--- src/rtl/wdt_consts.svh ---
// timing counts, reset values and field constants of the watchdog timer
`ifndef WDT_CONSTS_SVH
`define WDT_CONSTS_SVH

`define WDT_MC_DIV 12
`define WDT_DIV_FAST 2
`define WDT_DIV_SLOW 128
`define WDT_REF_MC 3
`define WDT_RST_LEN 16
`define WDT_RST_BYTE 8'h00
`define WDT_RST_COUNT 16'h0000
`define WDT_LOW_START 8'h00
`define WDT_COUNT_MAX 16'hffff
`define WDT_SEEN_ONE 2'h1
`define WDT_SEEN_MAX 2'h3

`endif

--- src/rtl/wdt_pkg.sv ---
// types shared by the watchdog timer modules
package wdt_pkg;
  typedef logic [7:0] wdt_byte_t;
  typedef logic [15:0] wdt_count_t;
  typedef logic [1:0] wdt_seen_t;
endpackage : wdt_pkg

--- src/rtl/wdt_presc_if.sv ---
// link between the watchdog core and its prescaler
`timescale 1ns/1ps
interface wdt_presc_if;
  logic run;
  logic clear;
  logic sel;
  logic mcTick;
  logic cntTick;
  modport core (output run, output clear, output sel, input mcTick, input cntTick);
  modport presc (input run, input clear, input sel, output mcTick, output cntTick);
endinterface : wdt_presc_if

--- src/rtl/wdt_prescaler.sv ---
// machine-cycle divider and selectable count prescaler
`timescale 1ns/1ps
`include "wdt_consts.svh"
module wdt_prescaler
  import wdt_pkg::*;
#(
  parameter int MC_DIV = `WDT_MC_DIV
) (
  input wire logic sys_clk,
  input wire logic rst_n,
  input wire logic powerDown,
  wdt_presc_if.presc pi
);
  localparam int MCW = $clog2(MC_DIV);
  localparam logic [6:0] LIM_FAST = 7'(`WDT_DIV_FAST - 1);
  localparam logic [6:0] LIM_SLOW = 7'(`WDT_DIV_SLOW - 1);

  logic [MCW-1:0] mcCnt_q;
  logic [6:0] divCnt_q;
  logic [6:0] divLim;

  generate
    if (MC_DIV < 2) begin : g_chk
      $error("MC_DIV must be at least 2");
    end
  endgenerate

  // whole clock tree stops in power-down
  always_ff @(posedge sys_clk or negedge rst_n) begin
    if (!rst_n) begin
      mcCnt_q <= '0;
    end else if (!powerDown) begin
      if (mcCnt_q == MCW'(MC_DIV - 1)) begin
        mcCnt_q <= '0;
      end else begin
        mcCnt_q <= mcCnt_q + 1'b1;
      end
    end
  end

  assign pi.mcTick = !powerDown && (mcCnt_q == MCW'(MC_DIV - 1)); // RULE2

  assign divLim = pi.sel ? LIM_SLOW : LIM_FAST; // RULE2 RULE16

  // frozen state is kept, so a pause does not lose partial prescale
  always_ff @(posedge sys_clk or negedge rst_n) begin
    if (!rst_n) begin
      divCnt_q <= '0;
    end else if (pi.clear) begin
      divCnt_q <= '0;
    end else if (pi.run && pi.mcTick) begin
      if (divCnt_q >= divLim) begin
        divCnt_q <= '0;
      end else begin
        divCnt_q <= divCnt_q + 1'b1;
      end
    end
  end

  assign pi.cntTick = pi.run && pi.mcTick && (divCnt_q >= divLim);
endmodule : wdt_prescaler

--- src/rtl/wdt_watchdog_timer.sv ---
// watchdog timer with general-purpose timer mode
//
// Overview of operation
// RULE1: sixteen-bit up counter clocked through a selectable prescaler
// RULE2: input clock is sys_clk/12; select picks divide-by-2 or divide-by-128
// RULE3: count readable as high and low byte; no software write path
// RULE4: start in watchdog mode loads reload into high byte, clears low, next clock
// RULE5: reload writable anytime; reaches counter on start, refresh or retained reset
// RULE6: started watchdog cannot be stopped; mode writes ignored while running
// RULE7: refresh counts only if the very next instruction sets start
// RULE8: refresh bit self-clears after three machine cycles
// RULE9: accepted refresh clears low byte and loads reload into high byte
// RULE10: watchdog-mode overflow without refresh raises internal system reset
// RULE11: normal reset clears all control bits and the counter
// RULE12: watchdog reset keeps start and retain bits, sets reset-source flag
// RULE13: retain keeps reload and prescaler; otherwise both cleared
// RULE14: off in power-down; idle freezes watchdog mode, timer mode runs
// RULE15: power-save ignored in watchdog mode; freezes timer mode
// RULE16: interval is prescale times (65536 minus reload times 256) input clocks
// RULE17: timer mode selectable only before watchdog start
// RULE18: timer start clears overflow flag, loads reload, counts up
// RULE19: timer overflow sets flag and interrupt source, no reset; irq if enabled
// RULE20: timer reloads after overflow; clearing run bit stops it
// RULE21: mode change ignored while timer runs unless same write stops it
// RULE22: reload register doubles as scratch register in timer mode
// RULE23: overflow is a one-cycle event when counter leaves all ones
`timescale 1ns/1ps
`include "wdt_consts.svh"
module wdt_watchdog_timer
  import wdt_pkg::*;
#(
  parameter int MC_DIV = `WDT_MC_DIV,
  parameter int RST_LEN = `WDT_RST_LEN
) (
  input wire logic sys_clk,
  input wire logic rst_n,
  input wire logic reloadWr,
  input wire logic [7:0] reloadWrData,
  input wire logic ctrlWr,
  input wire logic ctrlWrStart,
  input wire logic ctrlWrPresc,
  input wire logic ctrlWrRetain,
  input wire logic ctrlWrTimerMode,
  input wire logic ctrlWrTimerRun,
  input wire logic refreshWr,
  input wire logic instrDone,
  input wire logic ovfFlagClr,
  input wire logic intSrcClr,
  input wire logic timerInterruptEnable,
  input wire logic idleMode,
  input wire logic powerDown,
  input wire logic peripheralPowerSave,
  output logic [7:0] countHigh,
  output logic [7:0] countLow,
  output logic [7:0] reloadValue,
  output logic prescSel,
  output logic retainConfigBit,
  output logic startBit,
  output logic timerMode,
  output logic timerRunBit,
  output logic refreshBit,
  output logic resetSrcFlag,
  output logic timerOverflowFlag,
  output logic interruptSourceBit,
  output logic wdtSysReset,
  output logic timerIrq
);
  localparam int RCW = $clog2(RST_LEN + 1);
  localparam int REF_BOUND = MC_DIV * `WDT_REF_MC + 1;

  generate
    if (RST_LEN < 1) begin : g_chk
      $error("RST_LEN must be at least 1");
    end
  endgenerate

  wdt_presc_if pi ();

  wdt_count_t count_q;
  wdt_byte_t reload_q;
  logic prescSel_q;
  logic retain_q;
  logic start_q;
  logic timerMode_q;
  logic timerRun_q;
  logic refresh_q;
  logic [1:0] refMc_q;
  wdt_seen_t instrSeen_q;
  logic loadPend_q;
  logic resetSrc_q;
  logic ovfFlag_q;
  logic intSrc_q;
  logic rstActive_q;
  logic [RCW-1:0] rstCnt_q;

  logic wdRunning;
  logic startReq;
  logic firstStart;
  logic refreshOk;
  logic modeChgOk;
  logic nextMode;
  logic timerStartEv;
  logic ovf;
  logic wdOverflow;
  logic tmrOverflow;

  function automatic wdt_count_t loadValue(input wdt_byte_t rel);
    loadValue = {rel, `WDT_LOW_START};
  endfunction : loadValue

  wdt_prescaler #(
    .MC_DIV(MC_DIV)
  ) u_presc (
    .sys_clk(sys_clk),
    .rst_n(rst_n),
    .powerDown(powerDown),
    .pi(pi)
  );

  assign wdRunning = start_q && !timerMode_q;
  assign startReq = ctrlWr && ctrlWrStart && !timerMode_q;
  assign firstStart = startReq && !start_q;
  // refresh bit set and exactly one instruction boundary since its write
  assign refreshOk = startReq && start_q && refresh_q && (instrSeen_q == `WDT_SEEN_ONE); // RULE7
  // mode bit locked once watchdog runs, and while timer runs unless stopped together
  assign modeChgOk = !start_q && !firstStart && (!timerRun_q || !ctrlWrTimerRun); // RULE6 RULE17 RULE21
  assign nextMode = (ctrlWr && modeChgOk) ? ctrlWrTimerMode : timerMode_q;
  assign timerStartEv = ctrlWr && ctrlWrTimerRun && !timerRun_q && nextMode; // RULE18

  // idle freezes watchdog mode only; power-save freezes timer mode only
  assign pi.run = !powerDown && ((wdRunning && !idleMode && !loadPend_q && !rstActive_q) ||
                                 (timerMode_q && timerRun_q && !peripheralPowerSave)); // RULE14 RULE15
  assign pi.sel = prescSel_q;
  assign pi.clear = loadPend_q || timerStartEv || ovf;

  assign ovf = pi.cntTick && (count_q == `WDT_COUNT_MAX); // RULE23
  assign wdOverflow = ovf && wdRunning; // RULE10
  assign tmrOverflow = ovf && timerMode_q && timerRun_q; // RULE19

  // counter has no software write port at all
  always_ff @(posedge sys_clk or negedge rst_n) begin // RULE3
    if (!rst_n) begin
      count_q <= `WDT_RST_COUNT; // RULE11
    end else if (loadPend_q) begin
      count_q <= loadValue(reload_q); // RULE4 RULE9
    end else if (wdOverflow) begin
      count_q <= loadValue(retain_q ? reload_q : `WDT_RST_BYTE); // RULE13
    end else if (tmrOverflow || timerStartEv) begin
      count_q <= loadValue(reload_q); // RULE18 RULE20
    end else if (pi.cntTick) begin
      count_q <= count_q + 1'b1; // RULE1
    end
  end

  // load one clock after the accepted start or refresh write
  always_ff @(posedge sys_clk or negedge rst_n) begin
    if (!rst_n) begin
      loadPend_q <= 1'b0;
    end else begin
      loadPend_q <= firstStart || refreshOk; // RULE4 RULE5
    end
  end

  always_ff @(posedge sys_clk or negedge rst_n) begin
    if (!rst_n) begin
      reload_q <= `WDT_RST_BYTE; // RULE11
    end else if (wdOverflow && !retain_q) begin
      reload_q <= `WDT_RST_BYTE; // RULE13
    end else if (reloadWr) begin
      reload_q <= reloadWrData; // RULE5 RULE22
    end
  end

  always_ff @(posedge sys_clk or negedge rst_n) begin
    if (!rst_n) begin
      prescSel_q <= 1'b0;
    end else if (wdOverflow && !retain_q) begin
      prescSel_q <= 1'b0; // RULE13
    end else if (ctrlWr) begin
      prescSel_q <= ctrlWrPresc; // RULE2
    end
  end

  // a watchdog reset leaves retain and start untouched
  always_ff @(posedge sys_clk or negedge rst_n) begin
    if (!rst_n) begin
      retain_q <= 1'b0;
    end else if (ctrlWr) begin
      retain_q <= ctrlWrRetain; // RULE12
    end
  end

  always_ff @(posedge sys_clk or negedge rst_n) begin
    if (!rst_n) begin
      start_q <= 1'b0; // RULE11
    end else if (firstStart) begin
      start_q <= 1'b1; // RULE6 RULE12
    end
  end

  always_ff @(posedge sys_clk or negedge rst_n) begin
    if (!rst_n) begin
      timerMode_q <= 1'b0;
    end else begin
      timerMode_q <= nextMode; // RULE17 RULE21
    end
  end

  always_ff @(posedge sys_clk or negedge rst_n) begin
    if (!rst_n) begin
      timerRun_q <= 1'b0;
    end else if (ctrlWr) begin
      timerRun_q <= ctrlWrTimerRun && nextMode; // RULE20
    end
  end

  // a new write restarts the three machine cycle window
  always_ff @(posedge sys_clk or negedge rst_n) begin
    if (!rst_n) begin
      refresh_q <= 1'b0;
      refMc_q <= '0;
    end else if (refreshWr) begin
      refresh_q <= 1'b1;
      refMc_q <= '0;
    end else if (refreshOk || wdOverflow) begin
      refresh_q <= 1'b0;
      refMc_q <= '0;
    end else if (refresh_q && pi.mcTick) begin
      if (refMc_q == 2'(`WDT_REF_MC - 1)) begin
        refresh_q <= 1'b0; // RULE8
        refMc_q <= '0;
      end else begin
        refMc_q <= refMc_q + 1'b1;
      end
    end
  end

  // the refreshing instruction itself ends at the first boundary
  always_ff @(posedge sys_clk or negedge rst_n) begin
    if (!rst_n) begin
      instrSeen_q <= '0;
    end else if (refreshWr) begin
      instrSeen_q <= instrDone ? `WDT_SEEN_ONE : 2'h0; // RULE7
    end else if (instrDone && instrSeen_q != `WDT_SEEN_MAX) begin
      instrSeen_q <= instrSeen_q + 1'b1; // RULE7
    end
  end

  // read-only source flag, only a normal reset clears it
  always_ff @(posedge sys_clk or negedge rst_n) begin
    if (!rst_n) begin
      resetSrc_q <= 1'b0;
    end else if (wdOverflow) begin
      resetSrc_q <= 1'b1; // RULE12
    end
  end

  // reset pulse drives the system reset and pauses watchdog counting, clock generation is not touched
  always_ff @(posedge sys_clk or negedge rst_n) begin
    if (!rst_n) begin
      rstActive_q <= 1'b0;
      rstCnt_q <= '0;
    end else if (wdOverflow) begin
      rstActive_q <= 1'b1; // RULE10 RULE12
      rstCnt_q <= RCW'(RST_LEN - 1);
    end else if (rstActive_q) begin
      if (rstCnt_q == '0) begin
        rstActive_q <= 1'b0;
      end else begin
        rstCnt_q <= rstCnt_q - 1'b1;
      end
    end
  end

  // set wins over a clear in the same cycle
  always_ff @(posedge sys_clk or negedge rst_n) begin
    if (!rst_n) begin
      ovfFlag_q <= 1'b0;
    end else if (tmrOverflow) begin
      ovfFlag_q <= 1'b1; // RULE19
    end else if (timerStartEv || ovfFlagClr) begin
      ovfFlag_q <= 1'b0; // RULE18
    end
  end

  always_ff @(posedge sys_clk or negedge rst_n) begin
    if (!rst_n) begin
      intSrc_q <= 1'b0;
    end else if (tmrOverflow) begin
      intSrc_q <= 1'b1; // RULE19
    end else if (intSrcClr) begin
      intSrc_q <= 1'b0;
    end
  end

  assign countHigh = count_q[15:8];
  assign countLow = count_q[7:0];
  assign reloadValue = reload_q;
  assign prescSel = prescSel_q;
  assign retainConfigBit = retain_q;
  assign startBit = start_q;
  assign timerMode = timerMode_q;
  assign timerRunBit = timerRun_q;
  assign refreshBit = refresh_q;
  assign resetSrcFlag = resetSrc_q;
  assign timerOverflowFlag = ovfFlag_q;
  assign interruptSourceBit = intSrc_q;
  assign wdtSysReset = rstActive_q;
  assign timerIrq = intSrc_q && timerInterruptEnable; // RULE19

  AST_START_LOAD: assert property (@(posedge sys_clk) disable iff (!rst_n) // RULE4
    firstStart |=> ##1 (countLow == `WDT_LOW_START && countHigh == $past(reloadValue)))
    else $error("start did not load the counter one clock later");

  AST_START_STICKY: assert property (@(posedge sys_clk) disable iff (!rst_n) // RULE6
    startBit |=> startBit)
    else $error("watchdog start bit dropped");

  AST_MODE_LOCK: assert property (@(posedge sys_clk) disable iff (!rst_n) // RULE17
    (startBit && !timerMode) |=> !timerMode)
    else $error("timer mode entered after watchdog start");

  AST_REF_CLEAR: assert property (@(posedge sys_clk) disable iff (!rst_n) // RULE8
    (refreshBit && !powerDown) |-> ##[1:REF_BOUND] (!refreshBit || refreshWr || powerDown))
    else $error("refresh bit not cleared within three machine cycles");

  AST_REFRESH_LOAD: assert property (@(posedge sys_clk) disable iff (!rst_n) // RULE9
    refreshOk |=> ##1 (countLow == `WDT_LOW_START && countHigh == $past(reloadValue)))
    else $error("refresh did not reload the counter");

  AST_REF_SEQ: assert property (@(posedge sys_clk) disable iff (!rst_n) // RULE7
    (startReq && startBit && instrSeen_q != `WDT_SEEN_ONE) |=> !loadPend_q)
    else $error("refresh accepted with wrong instruction spacing");

  AST_WD_RESET: assert property (@(posedge sys_clk) disable iff (!rst_n) // RULE10
    wdOverflow |=> (wdtSysReset && resetSrcFlag && startBit) [*1] ##1 wdtSysReset || (RST_LEN == 1))
    else $error("overflow did not raise watchdog reset");

  AST_NO_RETAIN: assert property (@(posedge sys_clk) disable iff (!rst_n) // RULE13
    (wdOverflow && !retainConfigBit) |=> (reloadValue == `WDT_RST_BYTE && !prescSel && count_q == `WDT_RST_COUNT))
    else $error("watchdog reset without retain kept configuration");

  AST_IDLE_FREEZE: assert property (@(posedge sys_clk) disable iff (!rst_n) // RULE14
    (idleMode && !timerMode && !loadPend_q) |=> $stable(count_q))
    else $error("watchdog counted in idle");

  AST_PERIPHERAL_POWER_SAVE_FREEZE: assert property (@(posedge sys_clk) disable iff (!rst_n) // RULE15
    (timerMode && peripheralPowerSave && !timerStartEv) |=> $stable(count_q))
    else $error("timer counted under power save");

  AST_TMR_OVF: assert property (@(posedge sys_clk) disable iff (!rst_n) // RULE19
    tmrOverflow |=> (timerOverflowFlag && interruptSourceBit && !wdtSysReset && $stable(resetSrcFlag)))
    else $error("timer overflow handled wrongly");

  AST_TMR_RELOAD: assert property (@(posedge sys_clk) disable iff (!rst_n) // RULE20
    tmrOverflow |=> (count_q == {$past(reloadValue), `WDT_LOW_START}))
    else $error("timer did not reload after overflow");

  AST_OVF_PULSE: assert property (@(posedge sys_clk) disable iff (!rst_n) // RULE23
    ovf |=> !ovf)
    else $error("overflow lasted more than one cycle");
endmodule : wdt_watchdog_timer

--- config.mk ---
export PLATFORM = sky130hd
export DESIGN_NAME = wdt_watchdog_timer
export DESIGN_NICKNAME = d
export VERILOG_FILES = /design/src/rtl/wdt_pkg.sv /design/src/rtl/wdt_presc_if.sv /design/src/rtl/wdt_prescaler.sv /design/src/rtl/wdt_watchdog_timer.sv
export VERILOG_INCLUDE_DIRS = /design/src /design/src/rtl
export SDC_FILE = /design/constraint.sdc
export NUM_CORES = 1
export LEC_CHECK = 0
export BUFFER_PORTS_ARGS = -buffer_cell sky130_fd_sc_hd__buf_2
export CAP_MARGIN = 20
export CORE_MARGIN = 10
export CORE_UTILIZATION = 23
export DETAILED_ROUTE_END_ITERATION = 7
export GPL_TIMING_DRIVEN = 0
export HOLD_SLACK_MARGIN = 0.1
export PLACE_DENSITY = 0.4
export SYNTH_ARGS = -nofsm -noshare
export SYNTH_HDL_FRONTEND = slang
export SYNTH_HIERARCHICAL = 1
export SYNTH_SLANG_ARGS = --single-unit
--- constraint.sdc ---
create_clock -name sys_clk -period 4 [get_ports sys_clk]
set_clock_uncertainty 0.2 [all_clocks]
set_input_delay 0.2 -clock sys_clk [delete_from_list [all_inputs] [get_ports sys_clk]]
set_output_delay 0.2 -clock sys_clk [all_outputs]
set_load 0.02 [all_outputs]
# After elaboration in Yosys (flattened, before gate mapping)
# Cells that the tools add are included.
[totals]
register_bits = 55
inputBits = 25
output_inout_bits = 35
[classes]
n_addsub = 6
n_lt_le_gt_ge = 1
eq_ne = 6
n_mux = 36
n_reduce_logical = 63
[ops]
columns = ["cell", "count"]
rows = [
  ["16-bit 2-to-1 mux", 4],
  ["1-bit logical AND", 31],
  ["7-bit 2-to-1 mux", 4],
  ["8-bit 2-to-1 mux", 3],
  ["16-bit by 1-bit adder with 16-bit output (second input constant)", 1],
  ["16-bit equality test (second input constant)", 1],
  ["1-bit 2-to-1 mux", 15],
  ["5-bit 2-to-1 mux", 3],
  ["2-bit nonzero test", 7],
  ["2-bit 2-to-1 mux", 6],
  ["1-bit zero test", 11],
  ["1-bit logical OR", 8],
  ["7-bit by 1-bit adder with 7-bit output (second input constant)", 1],
  ["7-bit >= comparator", 1],
  ["3-bit nonzero test", 2],
  ["5-bit zero test", 1],
  ["5-bit by 1-bit subtractor with 5-bit output (second input constant)", 1],
  ["2-bit by 1-bit adder with 2-bit output (second input constant)", 2],
  ["4-bit by 1-bit adder with 4-bit output (second input constant)", 1],
  ["4-bit equality test (second input constant)", 1],
  ["4-bit 2-to-1 mux", 1],
  ["2-bit inequality test (second input constant)", 2],
  ["2-bit AND reduction", 2],
  ["4-bit nonzero test", 1],
  ["2 further kinds", 2],
]

# Depth between registers and ports, before layout
[depth]
ltp_word = 16
mapped_depth = 13
ltp_nobuf = 13

# By module
# The synthesis kept the hierarchy.
[modules_own_cells]
columns = ["module", "instances", "cells_each", "area_per_inst_um2", "seq_area_each_um2"]
rows = [
  ["wdt_watchdog_timer", 1, 231, 2317.2, 1101.1],
  ["wdt_prescaler", 1, 83, 777.0, 275.3],
]

# Least setup slack after synthesis
# No wires, ideal clock.
[synth_path]
path_type = "reg-to-reg"
from = "register prescSel_q, in the netlist prescSel"
to = "register u_presc.divCnt_q[6]"
setup_ns = 0.087
t_arrival_ns = 3.193
required_ns = 3.713
path_slack_ns = 0.520
stages_incl_launch_ff = 14
period_less_slack_ns = 3.480
cell_sequence = "dfrtp_1 > inv_1 > ha_1 > a21oi_1 > o21ai_1 > or2_2 > nor2b_1 > and4_1 > nor2b_1 > nand2_1 > nand2_1 > nand2b_1 > or4b_2 > o211ai_1"
[synth_between]
elab_chain_len = 6
elab_cells_between_ends = 9
cone_classes = "order compare: 1; mux: 4; reduce/logical: 4"
[synth_rtl]
columns = ["element", "line", "rtl"]
rows = [
  ["start: declaration", "wdt_watchdog_timer.sv:81", "logic prescSel_q;"],
  ["start signal: assignment", "wdt_watchdog_timer.sv:180", "prescSel_q <= ctrlWrPresc;"],
  ["7-bit 2-to-1 mux *", "wdt_prescaler.sv:43", "assign divLim = pi.sel ? LIM_SLOW : LIM_FAST;"],
  ["7-bit >= comparator *", "wdt_prescaler.sv:60", "assign pi.cntTick = pi.run && pi.mcTick && (divCnt_q >= divLim);"],
  ["1-bit logical AND *", "wdt_prescaler.sv:60", ""],
  ["named net pi.cntTick", "wdt_presc_if.sv:8", "logic cntTick;"],
  ["1-bit logical AND *", "wdt_watchdog_timer.sv:136", "assign ovf = pi.cntTick && (count_q == `WDT_COUNT_MAX);"],
  ["1-bit logical OR *", "wdt_watchdog_timer.sv:134", "assign pi.clear = loadPend_q || timerStartEv || ovf;"],
  ["named net pi.clear", "wdt_presc_if.sv:5", "logic clear;"],
  ["7-bit 2-to-1 mux or 2-bit nonzero test (tied branches)", "n/a", ""],
  ["end signal: assignment", "wdt_prescaler.sv:55", "divCnt_q <= divCnt_q + 1'b1;"],
  ["end: declaration", "wdt_prescaler.sv:19", "logic [6:0] divCnt_q;"],
]
# The timed path passes the listed nets; every way through them passes the cells marked *. The select of a mux whose other input is x is not followed.
# A chain may end at the register's enable or synchronous reset.

# Worst setup path in the final report
# Same ends and word-level chain as after synthesis.

==> out/results.txt <==
Reg2reg start: prescSel$_DFFE_PN0P_
Drt initial violations: 107
Final worst path period share: 90.3%
Nets: 437
Utilization after layout: 30.6%
Port Buffers: 57
Synth Warn #: 6
Critical path origin: prescSel$_DFFE_PN0P_
Pwr per Cell Area: 448 nW/um^2
Pins over their slew limit: 0
Syn_nets: 352
R2R Setup Slk: 390 ps
Switch Pwr: 628 uW
Least-Margin Pin Slew: 690 ps
EDFF count, synth: 0
Cells after Synth: 314
Peak fanout along the critical path: 9
Initial antenna violation count: 0
Commonest non-fill, non-tap cells in the layout: buf_2, dfrtp_1, nand2_1, nor2_1, dlygate4sd3_1
Clock Latency Late Sink: 300 ps
RSZ-0062 raised after global routing: no
Most common cell after layout, fill and taps aside: buf_2
Pint: 1.18 mW
Synth area leaders: dfrtp_1, ha_1, nand2_1, nor2_1, mux2i_1
# fillers: 1398
Total CTS buffers: 5
Status: complete, no violations
Min-delay src: ctrlWr
CP Launch Type: register
Post-synth cell types: 63
I/O Pins: 60
Antenna Cells: 0
Final hold violation count: 0
HP Class: input pin to register
Overflow after GRT: 0
H-tree levels: 2
Top cell type's share of synthesized area: 44.5%
Logic pwr share: 28.6%
Critical Path Sink Type: register
Clock transition at the registers of the reported paths: 70 ps
Final HPWL DP: 6310 um
Die Wd: 136 um
Relative slew slack: 53.7%
1st-pass router iterations: 4
Peak supply drop: 0.000248 V
Async S/R FF share, synth: 100%
FF+latch count, synth: 55
WP data arrival: 3630 ps
CP Data Required Time: 4020 ps
DRC Markers: 0
CTS Root Cell: clkbuf_16
Largest net degree at the start of global routing: 36
Clk buf depth: 2
Non-filler cells, final: 576
Sequential share of the synthesized area: 44.5%
Mapped Area: 3090 um^2
Rows: 42
Clock Power Share: 28.8%
Max-cap viol count: 0
WL/cell: 14.7 um
Total global-route track usage: 9.54%
Synthesized area per cell: 9.85 um^2
Routed Antenna Nets: 0
Global-route wire length before repair: 14300 um
Initial Util: 23.5%
Vias: 2611
Area added between synthesis and finish: 30.7%
CP Class: register to register
Final Wtd Congestion: 0.730
Vias per inst: 4.53
Core box area: 13200 um^2
Final min period: 3610 ps
Placed insts: 548
Die Ht: 136 um
Ys flop type: dfrtp_1
Routed WL: 8460 um
Fmax achieved: 277 MHz
Number of global-route vias before repair: 2693
Clock tree from TritonCTS: yes
Area leader, netlist: dfrtp_1
Die area: 18500 um^2
Switching Fraction: 34.7%
Sequential Power Share: 42.6%
Share of post-route cells with drive strength above 1: 23.5%
Num Clock Sinks: 55
Leak Pwr: 1.88 nW
Final Setup Violations: 0
-- logic make-up after synthesis --
family	count (synthesis)	synth area share, %
adders and majority gates	13	5.26
DFF	55	44.5
muxes	14	4.65
AOI/OAI and AO/OA	61	15.3
buffers and inverters	18	2.55
and+or+nand+nor	140	24.1
xor gates and xnor gates	13	3.68
-- registers in the layout, indices dropped and copies added (netlist names), 2 cells and up --
signal,flops
count_q,16
instrSeen_q,2
refMc_q,2
reloadValue,8
rstCnt_q,5
u_presc/divCnt_q,7
u_presc/mcCnt_q,4
-- worst paths after layout --
kind                       cells after the start                              end
max                                           13  u_presc/divCnt_q[6]$_DFFE_PN0P_
min                                            3             loadPend_q$_DFF_PN0_
max reg2reg                                   13  u_presc/divCnt_q[6]$_DFFE_PN0P_
min reg2reg                                    1         resetSrcFlag$_DFFE_PN0P_
max in group asynchronous                      3             startBit$_DFFE_PN0P_
min in group asynchronous                      2           count_q[7]$_DFFE_PN0P_
-- power groups by stage --
stage	clock network, mW	logic (mW)	registers [mW]
after floorplan	0	0.294	0.808
after global placement	0	0.499	0.779
after detailed placement	0	0.505	0.780
after CTS	0.542	0.520	0.770
after global routing	0.569	0.584	0.789
final	0.522	0.517	0.770
-- Yosys cell counts, types with 3 or more instances --
library cell and n:
a32oi_1 3, and3_1 4, dfrtp_1 55, xor2_1 7, or2_2 3, and4_1 3, o211ai_1 3, and2_1 3
nand4_1 5, a21oi_1 13, inv_1 11, or4_1 3, nand3_1 14, a22oi_1 3, o21ai_0 8, nand4b_1 3
ha_1 13, mux2i_1 11, xnor2_1 6, nor2b_1 7, nor2_1 30, o311ai_1 4, nor3_1 4, a211o_1 3
clkbuf_1 4, nand2b_1 8, mux2_2 3, nand2_1 37
-- layer usage --
| layer | track usage (%) | up-vias | part of all wire (%) |
|---|---|---|---|
| li1 | - | 1315 | - |
| met3 | 2.07 | 6 | 3.7 |
| met4 | 2.96 | 0 | 1.3 |
| met2 | 14.5 | 37 | 45 |
| met1 | 13.2 | 1253 | 50 |
| met5 | 0 | - | 0 |
-- repair_timing --
| action | 4_1_cts | 5_1_grt |
|---|---|---|
| endpoints found under the setup margin | 10 | 33 |
| hold buffers | 19 | 0 |
| resized for setup | 2 | 8 |
| buffers inserted | 0 | 1 |
| pin swaps | 0 | 1 |
| hold endpoints to repair | 43 | 0 |
-- layout make-up --
type | count | area, um^2 | area share, %
Inverter | 11 | 41.3 | 1.02
Clock buffer | 6 | 139 | 3.44
Tap cell | 176 | 220 | 5.45
Clock inverter | 2 | 35.0 | 0.867
Buffer | 7 | 37.5 | 0.929
Multi-Input combinational cell | 241 | 1680 | 41.5
Sequential cell | 55 | 1380 | 34.1
Timing Repair Buffer | 78 | 515 | 12.8
-- critical path, cell delays in order (launching register included) --
cell and delay, ps:
dfrtp_1 400, inv_1 180, ha_1 290, a21oi_1 140, o21ai_1 230, or2_2 390
nor2b_4 160, and4_1 210, nor2b_1 170, nand2_2 160, nand2_4 110, nand2b_1 180
or4b_2 610, o211ai_1 100
-- per-stage QoR --
stage	TNS, ps	hold slack [ps]	total power [mW]	setup WS (ps)	cell area [um^2]
2_1_floorplan	0	-296	1.10	520	3090
3_3_place_gp	-1180	204	1.28	-129	3600
3_5_place_dp	-1070	24.1	1.29	-116	3620
4_1_cts	0	167	1.83	66.8	3990
5_1_grt	0	216	1.94	105	4040
6_report	0	166	1.81	387	4040
Note: power is estimated with default switching activity, not from simulation.
